==> config.mk <==
export PLATFORM = sky130hd
export DESIGN_NAME = duc_top
export DESIGN_NICKNAME = d
export VERILOG_FILES = /design/src/core/duc_pkg.sv /design/src/core/duc_fifo.sv /design/src/core/duc_top.sv
export SDC_FILE = /design/constraint.sdc
export NUM_CORES = 2
export LEC_CHECK = 0
export BUFFER_PORTS_ARGS = -buffer_cell sky130_fd_sc_hd__clkbuf_2
export CAP_MARGIN = 20
export CORE_MARGIN = 2
export CORE_UTILIZATION = 40
export CTS_CLUSTER_DIAMETER = 150
export DETAILED_ROUTE_END_ITERATION = 8
export PLACE_DENSITY = 0.54
export REMOVE_ABC_BUFFERS = 1
export SETUP_SLACK_MARGIN = 0.4
export SLEW_MARGIN = 20
export SYNTH_ARGS = -nofsm -noshare
export SYNTH_HDL_FRONTEND = slang
export SYNTH_SLANG_ARGS = --single-unit
==> constraint.sdc <==
create_clock -name CLK_SYS -period 3.5 [get_ports CLK_SYS]
set_input_delay 0.35 -clock CLK_SYS [delete_from_list [all_inputs] [get_ports CLK_SYS]]
set_output_delay 0.35 -clock CLK_SYS [all_outputs]
set_load 0.01 [all_outputs]
==> src/core/duc_pkg.sv <==
// shared constants, register map and state types for the dual uart channel pair
package duc_pkg;

  // ****************************************
  // structure
  // ****************************************
  localparam int NUM_CH     = 2;
  localparam int FIFO_DEPTH = 128;
  localparam int CNT_W      = 8;
  localparam int SYNC_W     = 3;

  // ****************************************
  // address decode, byte offsets inside one channel window
  // ****************************************
  localparam int         CHAN_SEL_BIT = 6;
  localparam int         NO_CHAN_BIT  = 7;
  localparam logic [5:0] OFS_DATA     = 6'h00;
  localparam logic [5:0] OFS_CTRL     = 6'h04;
  localparam logic [5:0] OFS_DIV      = 6'h08;
  localparam logic [5:0] OFS_TXLVL    = 6'h0C;
  localparam logic [5:0] OFS_RXLVL    = 6'h10;
  localparam logic [5:0] OFS_FLOWHI   = 6'h14;
  localparam logic [5:0] OFS_FLOWLO   = 6'h18;
  localparam logic [5:0] OFS_STATUS   = 6'h1C;
  localparam logic [5:0] OFS_ISTAT    = 6'h20;
  localparam logic [5:0] OFS_IMASK    = 6'h24;

  // ****************************************
  // control field positions and reset values
  // ****************************************
  localparam int          CTL_TX_EN    = 0;
  localparam int          CTL_RX_EN    = 1;
  localparam int          CTL_LOOP     = 2;
  localparam int          CTL_PAR_EN   = 3;
  localparam int          CTL_PAR_ODD  = 4;
  localparam int          CTL_DMA_BLK  = 5;
  localparam int          CTL_TRIG_LO  = 6;
  localparam int          CTL_SOFT_RST = 15;
  localparam logic [15:0] CTRL_RST     = 16'h0003;
  localparam logic [15:0] DIV_RST      = 16'h0364;

  // ****************************************
  // interrupt status bits
  // ****************************************
  localparam int IRQ_RX_TRIG = 0;
  localparam int IRQ_TX_TRIG = 1;
  localparam int IRQ_PARITY  = 2;
  localparam int IRQ_FRAME   = 3;
  localparam int IRQ_OVERRUN = 4;
  localparam int IRQ_W       = 5;

  // ****************************************
  // legacy trigger tables, indexed by the two-bit select
  // ****************************************
  localparam logic [7:0] RX_TRIG_TBL [4] = '{8'h08, 8'h10, 8'h18, 8'h1C};
  localparam logic [7:0] TX_TRIG_TBL [4] = '{8'h10, 8'h08, 8'h18, 8'h1E};

  typedef enum logic [0:0] {TX_IDLE, TX_RUN} duc_tx_state_e;
  typedef enum logic [1:0] {RX_IDLE, RX_START, RX_DATA, RX_STOP} duc_rx_state_e;

endpackage

==> src/core/duc_fifo.sv <==
// flip-flop fifo with valid/ready on both sides and an occupancy count
`timescale 1ns/1ps
module duc_fifo #(
  parameter int W     = 8,
  parameter int DEPTH = 128,
  parameter int CW    = 8
) (
  input  wire logic          clk,      // system clock
  input  wire logic          rst_n,    // synchronous reset, active low
  input  wire logic          flush,    // drop all contents
  input  wire logic          wr_valid, // push request
  output logic               wr_ready, // room for one more
  input  wire logic [W-1:0]  wr_data,  // pushed word
  output logic               rd_valid, // head word present
  input  wire logic          rd_ready, // pop request
  output logic [W-1:0]       rd_data,  // head word
  output logic [CW-1:0]      count     // words held
);

  localparam int AW = $clog2(DEPTH);

  // pointers wrap by overflow, so the depth must be a power of two
  if ((1 << AW) != DEPTH || DEPTH >= (1 << CW)) begin : g_bad_depth
    $error("duc_fifo: depth must be a power of two below 2**CW");
  end

  logic [W-1:0]  mem_q [DEPTH];
  logic [AW-1:0] wp_q;
  logic [AW-1:0] rp_q;
  logic [CW-1:0] cnt_q;
  logic          push;
  logic          pop;

  // full and empty both come straight from the count
  assign wr_ready = (cnt_q != CW'(DEPTH));
  assign rd_valid = (cnt_q != '0);
  assign rd_data  = mem_q[rp_q];
  assign count    = cnt_q;
  assign push     = wr_valid & wr_ready;
  assign pop      = rd_valid & rd_ready;

  // pointers and count
  always_ff @(posedge clk) begin
    if (!rst_n || flush) begin
      wp_q  <= '0;
      rp_q  <= '0;
      cnt_q <= '0;
    end else begin
      wp_q  <= wp_q + AW'(push);
      rp_q  <= rp_q + AW'(pop);
      cnt_q <= cnt_q + CW'(push) - CW'(pop);
    end
  end

  // storage needs no reset, it is only read behind the count
  always_ff @(posedge clk) begin
    if (push) begin
      mem_q[wp_q] <= wr_data;
    end
  end

endmodule

==> src/core/duc_top.sv <==
// dual uart channel pair: ahb-lite slave, two identical channels, dma ready pins
// How it works
// RULE_01: in single dma mode rx ready pin goes low once a received character waits in the fifo.
// RULE_02: in block dma mode rx ready pin stays high while fifo empty or trigger level not reached.
// RULE_03: tx ready pin is low while the transmit fifo has a free slot.
// RULE_04: in block dma mode tx ready goes high when the fifo is full.
// RULE_05: both ready pins also serve single-character dma transfers.
// RULE_06: serial out rests at one in reset, idle, and with transmitter off.
// RULE_07: loopback holds the out pin high and feeds tx data to the receiver.
// RULE_08: no select reaches nothing; address bit six picks channel a or b.
// RULE_09: transmitter adds start and stop bits; receiver strips them off.
// RULE_10: optional parity bit appended on transmit and checked on receive.
// RULE_11: each channel owns separate 128-entry transmit and receive fifos.
// RULE_12: legacy mode uses four fixed trigger levels; extended mode programmable.
// RULE_13: any reset returns the channel to legacy normal mode.
// RULE_14: host bus isolate input makes the register bus ignore all accesses.
// RULE_15: baud divisor and trigger levels are set through channel registers.
// RULE_16: in loopback the external serial input is ignored; it idles high.
// RULE_17: extended mode whenever any of the four level registers is nonzero.
// RULE_18: address bit seven high selects no channel; writes drop, reads zero.
// RULE_19: both channels are identical independent copies of the same logic.
//
// The AHB-Lite interface to the registers and the placing of the registers were chosen for this implementation.
`timescale 1ns/1ps
module duc_top #(
  parameter int DEPTH = duc_pkg::FIFO_DEPTH
) (
  input  wire logic        CLK_SYS,          // system clock, 100 mhz
  input  wire logic        RST_N,            // synchronous reset, active low
  input  wire logic        HSEL,             // ahb slave select
  input  wire logic [31:0] HADDR,            // ahb address
  input  wire logic [1:0]  HTRANS,           // ahb transfer type
  input  wire logic        HWRITE,           // ahb write
  input  wire logic [2:0]  HSIZE,            // ahb size, word only
  input  wire logic        HREADY,           // ahb bus ready
  input  wire logic [31:0] HWDATA,           // ahb write data
  output logic [31:0]      HRDATA,           // ahb read data
  output logic             HREADYOUT,        // ahb slave ready
  output logic             HRESP,            // ahb response, always okay
  input  wire logic        HOST_BUS_ISOLATE, // low-power bus isolation pin
  input  wire logic        SERIAL_IN_CHAN_A, // serial receive pin a
  input  wire logic        SERIAL_IN_CHAN_B, // serial receive pin b
  output logic             SERIAL_OUT_CHAN_A, // serial transmit pin a
  output logic             SERIAL_OUT_CHAN_B, // serial transmit pin b
  output logic             RX_READY_N_CHAN_A, // receive ready a, active low
  output logic             RX_READY_N_CHAN_B, // receive ready b, active low
  output logic             TX_READY_N_CHAN_A, // transmit ready a, active low
  output logic             TX_READY_N_CHAN_B, // transmit ready b, active low
  output logic             IRQ               // level interrupt, high active
);

  localparam int NCH = duc_pkg::NUM_CH;
  localparam int CW  = duc_pkg::CNT_W;

  // counts and trigger levels are eight bits wide
  if (DEPTH < 2 || DEPTH > 128) begin : g_bad_depth
    $error("duc_top: fifo depth must lie in 2..128");
  end

  // ****************************************
  // bus slave
  // ****************************************
  logic        pend_q;
  logic        wr_q;
  logic [7:0]  addr_q;
  logic [31:0] rdata_q;
  logic [duc_pkg::SYNC_W-1:0] iso_sync_q;
  logic        iso_q;
  logic        irq_q;
  logic        accept;
  logic        live;
  logic        busw;
  logic        busr;
  logic [5:0]  ofs;
  logic [31:0] rd_val [NCH];
  logic [NCH-1:0] irq_ch;
  logic        si [NCH];
  logic        so [NCH];
  logic        rxr_n [NCH];
  logic        txr_n [NCH];

  assign accept = HSEL & HTRANS[1] & HREADY;

  // address phase capture; one wait state gives registered read data
  always_ff @(posedge CLK_SYS) begin
    if (!RST_N) begin
      pend_q <= 1'b0;
      wr_q   <= 1'b0;
      addr_q <= 8'h00;
    end else begin
      pend_q <= accept;
      if (accept) begin
        wr_q   <= HWRITE;
        addr_q <= HADDR[7:0];
      end
    end
  end

  // the isolate pin is asynchronous: three stages, change once two agree
  always_ff @(posedge CLK_SYS) begin
    if (!RST_N) begin
      iso_sync_q <= 3'h0;
      iso_q      <= 1'b0;
    end else begin
      iso_sync_q <= {iso_sync_q[1:0], HOST_BUS_ISOLATE};
      if (iso_sync_q[1] == iso_sync_q[2]) begin
        iso_q <= iso_sync_q[2];
      end
    end
  end

  // a transfer still completes while isolated, it just touches nothing
  assign live = pend_q & ~iso_q & ~addr_q[duc_pkg::NO_CHAN_BIT]; // RULE_08 RULE_14 RULE_18
  assign busw = live & wr_q;
  assign busr = live & ~wr_q;
  assign ofs  = addr_q[5:0];

  // read data latched at the end of the wait state, zero if nothing selected
  always_ff @(posedge CLK_SYS) begin
    if (!RST_N) begin
      rdata_q <= 32'h0000_0000;
    end else if (pend_q) begin
      rdata_q <= busr ? rd_val[addr_q[duc_pkg::CHAN_SEL_BIT]] : 32'h0000_0000; // RULE_18
    end
  end

  // interrupt output registered from both channels
  always_ff @(posedge CLK_SYS) begin
    if (!RST_N) begin
      irq_q <= 1'b0;
    end else begin
      irq_q <= |irq_ch;
    end
  end

  assign HRDATA    = rdata_q;
  assign HREADYOUT = ~pend_q;
  assign HRESP     = 1'b0;
  assign IRQ       = irq_q;

  // pin mapping onto channel arrays
  assign si[0]             = SERIAL_IN_CHAN_A;
  assign si[1]             = SERIAL_IN_CHAN_B;
  assign SERIAL_OUT_CHAN_A = so[0];
  assign SERIAL_OUT_CHAN_B = so[1];
  assign RX_READY_N_CHAN_A = rxr_n[0];
  assign RX_READY_N_CHAN_B = rxr_n[1];
  assign TX_READY_N_CHAN_A = txr_n[0];
  assign TX_READY_N_CHAN_B = txr_n[1];

  // ****************************************
  // channels
  // ****************************************
  for (genvar c = 0; c < NCH; c++) begin : g_ch // RULE_19
    logic        me;
    logic        we;
    logic        re;
    logic        srst;
    logic        crst;
    logic        ext;
    logic        ext_q;
    logic        flush;
    logic [15:0] ctrl_q;
    logic [15:0] div_q;
    logic [7:0]  txl_q;
    logic [7:0]  rxl_q;
    logic [7:0]  fhi_q;
    logic [7:0]  flo_q;
    logic [duc_pkg::IRQ_W-1:0] ist_q;
    logic [duc_pkg::IRQ_W-1:0] msk_q;
    logic [duc_pkg::IRQ_W-1:0] ev;
    logic [duc_pkg::IRQ_W-1:0] clr;
    logic        tx_wready;
    logic        tx_val;
    logic [7:0]  tx_dat;
    logic [CW-1:0] tx_cnt;
    logic        tx_pop;
    logic        rx_wready;
    logic        rx_val;
    logic [7:0]  rx_dat;
    logic [CW-1:0] rx_cnt;
    logic [7:0]  rx_trig;
    logic [7:0]  tx_trig;
    logic        rx_hit;
    logic        tx_hit;
    logic        rxh_q;
    logic        txh_q;
    logic        par;
    logic        odd;
    logic [2:0]  rs_q;
    logic        filt_q;
    logic        rx_line;
    duc_pkg::duc_tx_state_e tst_q;
    logic [10:0] tsh_q;
    logic [3:0]  tn_q;
    logic [15:0] ttm_q;
    logic        so_q;
    duc_pkg::duc_rx_state_e rst_q;
    logic [8:0]  rsh_q;
    logic [3:0]  rn_q;
    logic [15:0] rtm_q;
    logic [7:0]  rdat_q;
    logic        rpush_q;
    logic        e_par_q;
    logic        e_frm_q;

    assign me    = (addr_q[duc_pkg::CHAN_SEL_BIT] == 1'(c)); // RULE_08
    assign we    = busw & me;
    assign re    = busr & me;
    assign srst  = we & (ofs == duc_pkg::OFS_CTRL) & HWDATA[duc_pkg::CTL_SOFT_RST];
    assign crst  = ~RST_N | srst; // RULE_13
    assign ext   = |{txl_q, rxl_q, fhi_q, flo_q}; // RULE_17
    assign flush = srst | (ext != ext_q);
    assign par   = ctrl_q[duc_pkg::CTL_PAR_EN];
    assign odd   = ctrl_q[duc_pkg::CTL_PAR_ODD];

    // software registers; reset clears the level registers, hence legacy mode
    always_ff @(posedge CLK_SYS) begin
      if (crst) begin
        ctrl_q <= duc_pkg::CTRL_RST; // RULE_13
        div_q  <= duc_pkg::DIV_RST;
        txl_q  <= 8'h00;
        rxl_q  <= 8'h00;
        fhi_q  <= 8'h00;
        flo_q  <= 8'h00;
        msk_q  <= '0;
        ext_q  <= 1'b0;
      end else begin
        ext_q <= ext;
        if (we) begin
          case (ofs) // RULE_15
            duc_pkg::OFS_CTRL:   ctrl_q <= HWDATA[15:0];
            duc_pkg::OFS_DIV:    div_q  <= HWDATA[15:0];
            duc_pkg::OFS_TXLVL:  txl_q  <= HWDATA[7:0];
            duc_pkg::OFS_RXLVL:  rxl_q  <= HWDATA[7:0];
            duc_pkg::OFS_FLOWHI: fhi_q  <= HWDATA[7:0];
            duc_pkg::OFS_FLOWLO: flo_q  <= HWDATA[7:0];
            duc_pkg::OFS_IMASK:  msk_q  <= HWDATA[duc_pkg::IRQ_W-1:0];
            default: ;
          endcase
        end
      end
    end

    // sticky status, write one to clear; a same-cycle event wins
    assign clr = (we && ofs == duc_pkg::OFS_ISTAT) ? HWDATA[duc_pkg::IRQ_W-1:0] : '0;
    always_ff @(posedge CLK_SYS) begin
      if (crst) begin
        ist_q <= '0;
      end else begin
        ist_q <= (ist_q & ~clr) | ev;
      end
    end
    assign irq_ch[c] = |(ist_q & msk_q);

    // fifos; a write to a full transmit fifo is dropped
    duc_fifo #(.W(8), .DEPTH(DEPTH), .CW(CW)) u_txf ( // RULE_11
      .clk      (CLK_SYS),
      .rst_n    (RST_N),
      .flush    (flush),
      .wr_valid (we && ofs == duc_pkg::OFS_DATA),
      .wr_ready (tx_wready),
      .wr_data  (HWDATA[7:0]),
      .rd_valid (tx_val),
      .rd_ready (tx_pop),
      .rd_data  (tx_dat),
      .count    (tx_cnt)
    );
    duc_fifo #(.W(8), .DEPTH(DEPTH), .CW(CW)) u_rxf ( // RULE_11
      .clk      (CLK_SYS),
      .rst_n    (RST_N),
      .flush    (flush),
      .wr_valid (rpush_q),
      .wr_ready (rx_wready),
      .wr_data  (rdat_q),
      .rd_valid (rx_val),
      .rd_ready (re && ofs == duc_pkg::OFS_DATA),
      .rd_data  (rx_dat),
      .count    (rx_cnt)
    );

    // trigger levels: table in legacy mode, level registers in extended mode
    always_comb begin
      if (ext) begin // RULE_12
        rx_trig = (rxl_q == 8'h00) ? 8'h01 : rxl_q;
        tx_trig = (txl_q == 8'h00) ? 8'h01 : txl_q;
      end else begin
        rx_trig = duc_pkg::RX_TRIG_TBL[ctrl_q[duc_pkg::CTL_TRIG_LO +: 2]];
        tx_trig = duc_pkg::TX_TRIG_TBL[ctrl_q[duc_pkg::CTL_TRIG_LO +: 2]];
      end
    end
    assign rx_hit = (rx_cnt >= rx_trig);
    assign tx_hit = ((CW'(DEPTH) - tx_cnt) >= tx_trig);

    // edge of each trigger condition so a cleared flag is not refilled at once
    always_ff @(posedge CLK_SYS) begin
      if (crst) begin
        rxh_q <= 1'b0;
        txh_q <= 1'b1; // an empty fifo has room, so no false event right after reset
      end else begin
        rxh_q <= rx_hit;
        txh_q <= tx_hit;
      end
    end
    assign ev[duc_pkg::IRQ_RX_TRIG] = rx_hit & ~rxh_q;
    assign ev[duc_pkg::IRQ_TX_TRIG] = tx_hit & ~txh_q;
    assign ev[duc_pkg::IRQ_PARITY]  = e_par_q;
    assign ev[duc_pkg::IRQ_FRAME]   = e_frm_q;
    assign ev[duc_pkg::IRQ_OVERRUN] = rpush_q & ~rx_wready;

    // ready pins: rx waits for the trigger in block mode, for one char in single mode; tx shows a free slot in both
    assign rxr_n[c] = ctrl_q[duc_pkg::CTL_DMA_BLK] ? ~(rx_hit & rx_val) : ~rx_val; // RULE_01 RULE_02 RULE_05
    assign txr_n[c] = ~tx_wready; // RULE_03 RULE_04 RULE_05

    // receive pin: three stages, change accepted once stages two and three agree
    always_ff @(posedge CLK_SYS) begin
      if (!RST_N) begin
        rs_q   <= 3'h7;
        filt_q <= 1'b1; // RULE_16
      end else begin
        rs_q <= {rs_q[1:0], si[c]};
        if (rs_q[1] == rs_q[2]) begin
          filt_q <= rs_q[2];
        end
      end
    end
    assign rx_line = ctrl_q[duc_pkg::CTL_LOOP] ? tsh_q[0] : filt_q; // RULE_07 RULE_16

    // transmitter; shift register fills with ones so its lsb idles high
    assign tx_pop = (tst_q == duc_pkg::TX_IDLE) & ctrl_q[duc_pkg::CTL_TX_EN] & tx_val;
    always_ff @(posedge CLK_SYS) begin
      if (crst) begin
        tst_q <= duc_pkg::TX_IDLE;
        tsh_q <= 11'h7FF;
        tn_q  <= 4'h0;
        ttm_q <= 16'h0000;
      end else begin
        case (tst_q)
          duc_pkg::TX_IDLE: begin
            if (tx_pop) begin
              if (par) begin
                tsh_q <= {1'b1, ^tx_dat ^ odd, tx_dat, 1'b0}; // RULE_09 RULE_10
                tn_q  <= 4'hB;
              end else begin
                tsh_q <= {2'b11, tx_dat, 1'b0}; // RULE_09
                tn_q  <= 4'hA;
              end
              ttm_q <= div_q - 16'h0001;
              tst_q <= duc_pkg::TX_RUN;
            end
          end
          duc_pkg::TX_RUN: begin
            if (ttm_q == 16'h0000) begin
              tsh_q <= {1'b1, tsh_q[10:1]};
              tn_q  <= tn_q - 4'h1;
              ttm_q <= div_q - 16'h0001;
              if (tn_q == 4'h1) begin
                tst_q <= duc_pkg::TX_IDLE;
              end
            end else begin
              ttm_q <= ttm_q - 16'h0001;
            end
          end
          default: tst_q <= duc_pkg::TX_IDLE;
        endcase
      end
    end

    // pin held high in reset, in loopback and while the transmitter is off
    always_ff @(posedge CLK_SYS) begin
      if (crst) begin
        so_q <= 1'b1; // RULE_06
      end else begin
        so_q <= (ctrl_q[duc_pkg::CTL_LOOP] | ~ctrl_q[duc_pkg::CTL_TX_EN]) ? 1'b1 : tsh_q[0]; // RULE_06 RULE_07
      end
    end
    assign so[c] = so_q;

    // receiver: centre of start bit found after half a bit time, then full bits
    always_ff @(posedge CLK_SYS) begin
      if (crst) begin
        rst_q   <= duc_pkg::RX_IDLE;
        rsh_q   <= 9'h000;
        rn_q    <= 4'h0;
        rtm_q   <= 16'h0000;
        rdat_q  <= 8'h00;
        rpush_q <= 1'b0;
        e_par_q <= 1'b0;
        e_frm_q <= 1'b0;
      end else begin
        rpush_q <= 1'b0;
        e_par_q <= 1'b0;
        e_frm_q <= 1'b0;
        case (rst_q)
          duc_pkg::RX_IDLE: begin
            if (ctrl_q[duc_pkg::CTL_RX_EN] && !rx_line) begin
              rtm_q <= {1'b0, div_q[15:1]};
              rst_q <= duc_pkg::RX_START;
            end
          end
          duc_pkg::RX_START: begin
            if (rtm_q == 16'h0000) begin
              rn_q  <= 4'h0;
              rtm_q <= div_q - 16'h0001;
              rst_q <= rx_line ? duc_pkg::RX_IDLE : duc_pkg::RX_DATA; // glitch rejected
            end else begin
              rtm_q <= rtm_q - 16'h0001;
            end
          end
          duc_pkg::RX_DATA: begin
            if (rtm_q == 16'h0000) begin
              rsh_q <= {rx_line, rsh_q[8:1]};
              rn_q  <= rn_q + 4'h1;
              rtm_q <= div_q - 16'h0001;
              if (rn_q == (par ? 4'h8 : 4'h7)) begin
                rst_q <= duc_pkg::RX_STOP;
              end
            end else begin
              rtm_q <= rtm_q - 16'h0001;
            end
          end
          duc_pkg::RX_STOP: begin
            if (rtm_q == 16'h0000) begin
              rdat_q  <= par ? rsh_q[7:0] : rsh_q[8:1]; // RULE_09
              rpush_q <= 1'b1;
              e_frm_q <= ~rx_line; // RULE_09
              e_par_q <= par & (rsh_q[8] != (^rsh_q[7:0] ^ odd)); // RULE_10
              rst_q   <= duc_pkg::RX_IDLE;
            end else begin
              rtm_q <= rtm_q - 16'h0001;
            end
          end
          default: rst_q <= duc_pkg::RX_IDLE;
        endcase
      end
    end

    // register read view; a data read also pops the receive fifo
    always_comb begin
      case (ofs)
        duc_pkg::OFS_DATA:   rd_val[c] = {23'h00_0000, ~rx_val, rx_dat};
        duc_pkg::OFS_CTRL:   rd_val[c] = 32'(ctrl_q);
        duc_pkg::OFS_DIV:    rd_val[c] = 32'(div_q);
        duc_pkg::OFS_TXLVL:  rd_val[c] = 32'(txl_q);
        duc_pkg::OFS_RXLVL:  rd_val[c] = 32'(rxl_q);
        duc_pkg::OFS_FLOWHI: rd_val[c] = 32'(fhi_q);
        duc_pkg::OFS_FLOWLO: rd_val[c] = 32'(flo_q);
        duc_pkg::OFS_STATUS: rd_val[c] = {13'h0000, rst_q != duc_pkg::RX_IDLE,
                                          tst_q != duc_pkg::TX_IDLE, ext, tx_cnt, rx_cnt};
        duc_pkg::OFS_ISTAT:  rd_val[c] = 32'(ist_q);
        duc_pkg::OFS_IMASK:  rd_val[c] = 32'(msk_q);
        default:             rd_val[c] = 32'h0000_0000;
      endcase
    end
  end

endmodule

======== Word level (Yosys, flattened, before mapping) ========
Memory sizes are Yosys's and may differ from the RTL's. A register that Yosys moved wholly into a read port is not among the register bits.
Cells that the tools add are included.
cells by class
  magnitude comparators ................... 7
  mux-type cells .......................... 108
  equal/unequal tests ..................... 46
  add/sub/neg operators ................... 28
  bitwise gates (word level) .............. 85
  reductions and logical operators ........ 73
operators by type and width
  kind                   count
  $pmux 19 s10           2
  $mux 16                10
  $mux 8                 18
  $mux 32                4
  $pmux 16 s3            2
  $sub 16x1->16 const B  6
  $bmux 8 s2             4
  $logic_not 16->1       4
  $pmux 16 s2            2
  $reduce_or 32->1       2
  $add 7x1->7            8
  $mux 11                4
  $pmux 11 s2            2
  $reduce_and 2->1       22
  $mux 4                 10
  $and 1x1->1            36
  $add 8x1->8            4
  $ge 8x8->1             4
  $logic_not 8->1        4
  $ne 8x8->1 const B     4
  $pmux 4 s2             4
  $reduce_bool 8->1      4
  $reduce_xor 8->1       4
  $sub 8x1->8            4
  other kinds (43)       179
storage, ports and cells
  bits in registers ....................... 447
  word-level logic and storage cells ...... 422
  RAM bits ................................ 4096
  output and inout port bits .............. 41
  input bits .............................. 77
  memories kept ........................... 4
memory list
  name                 words  bits a word  rd ports  clocked after memory_dff  wr ports  RTL line        RTL
  g_ch[0].u_rxf.mem_q  128    8            1         1                         1         duc_fifo.sv:27  logic [W-1:0] mem_q [DEPTH];
  g_ch[0].u_txf.mem_q  128    8            1         1                         1         duc_fifo.sv:27
  g_ch[1].u_rxf.mem_q  128    8            1         1                         1         duc_fifo.sv:27
  g_ch[1].u_txf.mem_q  128    8            1         1                         1         duc_fifo.sv:27

======== Logic depth before layout (Yosys ltp) ========
  depth after elaboration ................. 10
  depth in mapped cells ................... 19
  mapped depth without buffers ............ 19

======== By module ========
Synthesis repeated with hierarchy kept, for this count alone.
second synthesis, totals
  cells, all modules ...................... 10190
  area total of the unflattened synthesis .. 181237.6 µm²
modules (own cells, without submodules)
  module                         instances  sequential area each (µm²)  area each (µm²)  cells each
  duc_fifo at g_ch[0].u_txf ...  2          31189.9                     40666.5          1964
  duc_fifo at g_ch[1].u_txf      1          31189.9                     40725.3          1964
  duc_fifo at g_ch[0].u_rxf      1          31189.9                     40657.7          1963
  duc_top                        1          6886.6                      18521.5          2335

======== Worst setup path after synthesis ========
No wires, ideal clock.
  path kind ............................... register to register
  start ................................... register, netlist name g_ch[0].u_rxf.rp_q[0]
  end ..................................... register rdata_q[5] (netlist: HRDATA[5])
  setup slack ............................. -0.170 ns
  library setup time ...................... 0.128 ns
  data arrival time ....................... 3.542 ns
  clock period less this slack ............ 3.670 ns
  buffers on the path ..................... 5
  data required time ...................... 3.372 ns
  stages on the path, launching flop included .. 14
  cell sequence ........................... dfxtp_1 clkbuf_1 buf_4 buf_2 buf_1 buf_2 mux4_2 mux4_2 a22oi_1 nand2_1 o211ai_1 nand3_1 a22oi_1 nor2_1
RTL lines
  item                    RTL line        RTL
  end signal: assignment  duc_top.sv:123  rdata_q <= busr ? rd_val[addr_q[duc_pkg::CHAN_SEL_BIT]] : 32'h0000_0000;
  end: declaration        duc_top.sv:66   logic [31:0] rdata_q;

======== Worst setup path in the final report ========
  start ................................... register g_ch[0].fhi_q[7]
  end ..................................... output port RX_READY_N_CHAN_A
between the ends
  cells in the longest elaborated chain, start to end .. 6
RTL lines
  item                      RTL line        RTL
  start: declaration        duc_top.sv:167  logic [7:0] fhi_q;
  start signal: assignment  duc_top.sv:236  duc_pkg::OFS_FLOWHI: fhi_q <= HWDATA[7:0];
  $reduce_or 32->1          duc_top.sv:212  assign ext = |{txl_q, rxl_q, fhi_q, flo_q};
  $mux 8                    duc_top.sv:284  if (ext) begin
  $ge 8x8->1                duc_top.sv:292  assign rx_hit = (rx_cnt >= rx_trig);
  $and 1x1->1               duc_top.sv:312  assign rxr_n[c] = ctrl_q[duc_pkg::CTL_DMA_BLK] ? ~(rx_hit & rx_val) : ~rx_val;
  $not 1->1                 duc_top.sv:312
  $mux 1                    duc_top.sv:312
  end: declaration          duc_top.sv:45   output logic RX_READY_N_CHAN_A,
No other way between the ends.

==> impl_metrics.yaml <==
setup_path:
  path_class: "reg -> out"
  crit_required_ns: 3.15
  worst_setup_ep_type: "output pin"
  worstReg2RegEnd: "g_ch[0].tsh_q[9]$_SDFFE_PP1P_"
  ff_to_ff_setup_slack_ns: -0.04
  worst_ep_arrival_time_ns: 3.97
  cp_max_fo: 3
  worst_setup_start_kind: "flop"
  cp-startpoint: "g_ch[0].fhi_q[7]$_SDFFE_PP0P_"
  r2r.worst_path.cells: 13
  r2r_start: "g_ch[0].u_txf.rp_q[0]$_SDFF_PP0_"
  setup.worst_path.end: "RX_READY_N_CHAN_A"
placement:
  dpl.hpwl_um: 315500
  detailedPlace.worstSlack_ns: -0.5931
  rd_place_congestion: 0.8995
  placement.io_buffers: 59
global_route:
  initial_antenna_violation_count: 7
  grt.total_usage_pct: 21.24
  first_global_vias: 100900
  grt_overflow_total: 0
  grt_max_degree: 130
  grt_first_pass_wirelength_um: 714200
pwr:
  p_total_mw: 130.4
  vdd_drop_max_mv: 0.4522
  cellPowerDensity_nw_per_um2: 596.5
  p_leak_nw: 71.28
timing:
  final_setup_skew_ns: 0.07164
  fin_setup_tns_ns: -1.637
  drv_slew: 0
  min_period_ns: 4.316
  unrepaired_setup_endpoints_after_global_routing: "yes"
  timing.final.hold_violations: 0
  clock.fmax_mhz: 231.7
  tightest_slew_ns: 1.079
  slew-limit-headroom_pct: 28.08
  report.final.setup_viol: 4
  final_critical_path_setup_slack_ns: -0.8165
  period_share_pct: 123.3
synthesis:
  synth_area_per_cell_um2: 18.31
  synth_edf_count: 4096
  synth.yosys.warnings: 0
  post_synthesis_sequential_element_count: 4528
  count_of_different_cell_masters_after_synthesis: 79
  synthArstFlopShare_pct: 0
  synth_ff_type: "sky130_fd_sc_hd__edfxtp_1"
  post_synth_inst_count: 9870
  synthesis.area_um2: 180700
  ys_seq_area_share_pct: 72.84
clock_network:
  cts-root-buf: "sky130_fd_sc_hd__clkbuf_16"
  cts-buffers-inserted: 462
  cts.reportedPaths.clkPinSlew_ns: 0.06
  clock_insertion_delay_worst_skew_ns: 1.01
  tritoncts: "yes"
  htree_levels: 5
  ctsLongestPathBuffers: 4
  clock_sinks: 4528
cells_and_area:
  seqCellArea_um2: 131800
  layout_commonest_cell: "sky130_fd_sc_hd__edfxtp_1"
  layout-drive-gt1-share_pct: 32.51
  multi_input_combinational_cell_area_um2: 48170
  most_used_cells_in_the_layout_excluding_fill_and_tap_cells: "sky130_fd_sc_hd__edfxtp_1 (4,096), sky130_fd_sc_hd__buf_4 (1,283), sky130_fd_sc_hd__mux4_2 (1,117)"
  layout.filler_cells: 37030
  finalNetCount: 11660
  relative_area_change_from_synthesis_to_final_layout_pct: 21.01
floorplan:
  core_area_um2: 449400
  chipHeight_um: 676.2
  floorplan.die_area_um2: 457200
  dieWidth_um: 676.2
  placementRows: 246
  ioPinCount: 118
  initial_cell_density_of_the_core_pct: 40.22
drt:
  number_of_routed_nets_with_antenna_violations: 0
  wirelength_um: 493600
  number_of_detailed_route_iterations_in_the_first_pass: 9
  wire_per_inst_um: 27.72
  post_drt_via_cell_ratio: 5.599
  drc: 0
  overall_via_count_from_detail_route: 99710
  detailedRoute.firstIterationViolations: 10300
hold_path:
  hold_path_class: "in -> reg"
  holdPathStages: 4
outcome:
  run_status: "complete, but fails checks"
  failed_checks: "setup timing"
flow_run:
  drv.max_cap_violation_count: 0
[stage by stage]
stage	utilization (%)	hold WS, ns	instances	cell area (um^2)
6_report	48.66	0.1379	17810	218700
5_1_grt	48.66	0.1329	17810	218700
3_5_place_dp	43.90	0.4040	16590	197300
2_1_floorplan	-	0.3863	9323	178300
3_3_place_gp	43.90	0.4219	16590	197300
4_1_cts	48.16	0.06300	17670	216400
[metal layers]
| metal | up-vias | global-route usage (%) | wire, um |
|---|---|---|---|
| met4 | 2 | 6.147 | 15840 |
| li1 | 42840 | - | - |
| met3 | 807 | 2.291 | 26970 |
| met2 | 3240 | 35.21 | 239800 |
| met5 | - | 0 | 11 |
| met1 | 52810 | 29.84 | 211100 |
[layout make-up]
| type | count | area share (%) |
|---|---|---|
| antenna | 3 | 0.003433 |
| inverter | 98 | 0.1796 |
| timing repair buffer | 1659 | 7.136 |
| tap | 5952 | 3.405 |
| clock inverter | 259 | 1.220 |
| clock buffer | 611 | 5.754 |
| multi-input combinational | 4697 | 22.03 |
| sequential | 4528 | 60.27 |
[registers in the layout, summed over array words and instances (netlist names), 14 cells and up, named ones only]
register and flops:
g_ch.u_rxf.mem_q 2048, g_ch.u_txf.mem_q 2048, g_ch.ctrl_q 32, g_ch.div_q 32
g_ch.rtm_q 32, g_ch.ttm_q 32, g_ch.tsh_q 20, HRDATA 19
g_ch.rsh_q 18, g_ch.fhi_q 16, g_ch.flo_q 16, g_ch.rdat_q 16
g_ch.rxl_q 16, g_ch.txl_q 16, g_ch.u_rxf.count 16, g_ch.u_txf.count 16
g_ch.u_rxf.rp_q 14, g_ch.u_rxf.wp_q 14, g_ch.u_txf.rp_q 14, g_ch.u_txf.wp_q 14
[synthesized netlist by cell type (5+ instances only)]
library cell,count,area share (%)
sky130_fd_sc_hd__edfxtp_1,4096,68
sky130_fd_sc_hd__mux4_2,1114,14
sky130_fd_sc_hd__nor2_1,916,1.9
sky130_fd_sc_hd__nand2_1,577,1.2
sky130_fd_sc_hd__dfxtp_1,432,4.8
sky130_fd_sc_hd__clkbuf_1,336,0.70
sky130_fd_sc_hd__a21oi_1,318,0.88
sky130_fd_sc_hd__mux2i_1,205,1.1
sky130_fd_sc_hd__a22oi_1,163,0.68
sky130_fd_sc_hd__nand3_1,149,0.41
sky130_fd_sc_hd__ha_1,128,0.89
sky130_fd_sc_hd__o21ai_0,116,0.32
sky130_fd_sc_hd__xnor2_1,101,0.49
sky130_fd_sc_hd__inv_1,95,0.20
sky130_fd_sc_hd__buf_1,93,0.19
sky130_fd_sc_hd__nor2b_1,81,0.28
sky130_fd_sc_hd__nor3_1,80,0.22
sky130_fd_sc_hd__buf_2,72,0.20
sky130_fd_sc_hd__o22ai_1,58,0.20
sky130_fd_sc_hd__and2_1,54,0.19
sky130_fd_sc_hd__a211oi_1,51,0.21
sky130_fd_sc_hd__xor2_1,51,0.25
sky130_fd_sc_hd__mux2_2,50,0.31
sky130_fd_sc_hd__nor4_1,45,0.16
sky130_fd_sc_hd__a221oi_1,44,0.21
sky130_fd_sc_hd__buf_4,44,0.18
sky130_fd_sc_hd__a22o_1,41,0.20
sky130_fd_sc_hd__nand2b_1,33,0.11
sky130_fd_sc_hd__a21o_1,30,0.12
sky130_fd_sc_hd__and3_1,28,0.097
sky130_fd_sc_hd__or3_1,21,0.073
sky130_fd_sc_hd__nand4_1,19,0.066
sky130_fd_sc_hd__o211ai_1,19,0.079
sky130_fd_sc_hd__a31oi_1,18,0.062
sky130_fd_sc_hd__a221o_1,17,0.094
sky130_fd_sc_hd__o221ai_1,17,0.082
sky130_fd_sc_hd__a222oi_1,15,0.083
sky130_fd_sc_hd__a32oi_1,14,0.068
sky130_fd_sc_hd__buf_6,13,0.081
sky130_fd_sc_hd__a2111oi_0,10,0.048
sky130_fd_sc_hd__nand3b_1,8,0.033
sky130_fd_sc_hd__o21bai_1,8,0.033
sky130_fd_sc_hd__nor4b_1,7,0.034
sky130_fd_sc_hd__mux4_1,5,0.073
sky130_fd_sc_hd__or2_2,5,0.017
[cells by family after synthesis]
kind of cell               count (synthesis)  synth area share [%]
other                                      1              0.002075
and+or+nand+nor                         2041                 4.875
adders and majority gates                132                0.9305
buffers and inverters                    658                 1.574
AOI/OAI and AO/OA                        979                 3.573
xor gates and xnor gates                 157                0.7996
DFF                                     4528                 72.84
muxes                                   1374                 15.40
[worst min-delay path by stage]
stage               slack (ns)                       start                    endpoint
finish                    0.14                   HTRANS[1]           wr_q$_SDFFE_PN0P_
CTS                       0.06                   HTRANS[1]           wr_q$_SDFFE_PN0P_
detailed placement        0.40  g_ch[0].rs_q[0]$_SDFF_PN1_  g_ch[0].rs_q[1]$_SDFF_PN1_
global route              0.13                   HTRANS[1]           wr_q$_SDFFE_PN0P_
floorplan                 0.39  g_ch[0].rs_q[0]$_SDFF_PN1_  g_ch[0].rs_q[1]$_SDFF_PN1_
global placement          0.42  g_ch[0].rs_q[0]$_SDFF_PN1_  g_ch[0].rs_q[1]$_SDFF_PN1_
[repair_timing]
| item | in CTS | in global routing |
|---|---|---|
| endpoints found under the hold margin | 598 | 0 |
| gates cloned | 20 | 2 |
| setup buffers | 161 | 130 |
| resized for setup | 370 | 263 |
| hold buffers | 32 | 0 |
| setup endpoints to repair | 710 | 888 |
| pin swaps | 128 | 118 |
[worst max-delay path: stages (launching register included)]
cell and delay (ns):
sky130_fd_sc_hd__dfxtp_1 0.33, sky130_fd_sc_hd__nor4_2 0.32, sky130_fd_sc_hd__nand4_1 0.20, sky130_fd_sc_hd__nor2_1 0.19, sky130_fd_sc_hd__buf_4 0.14, sky130_fd_sc_hd__and3_4 0.19, sky130_fd_sc_hd__nor2_2 0.03, sky130_fd_sc_hd__ha_1 0.27
sky130_fd_sc_hd__a21o_1 0.18, sky130_fd_sc_hd__a21o_1 0.15, sky130_fd_sc_hd__a21o_1 0.15, sky130_fd_sc_hd__a21o_1 0.15, sky130_fd_sc_hd__a21o_1 0.16, sky130_fd_sc_hd__a21oi_2 0.13, sky130_fd_sc_hd__a21o_1 0.21, sky130_fd_sc_hd__buf_2 0.16
[where the power goes]
group | switching, mW | total, mW | internal, mW
combinational | 10.1 | 21.5 | 11.4
clock | 20.9 | 49.6 | 28.7
sequential | 0.479 | 59.4 | 58.9
total | 31.5 | 130 | 98.9
Note: power is estimated with default switching activity, not from simulation.
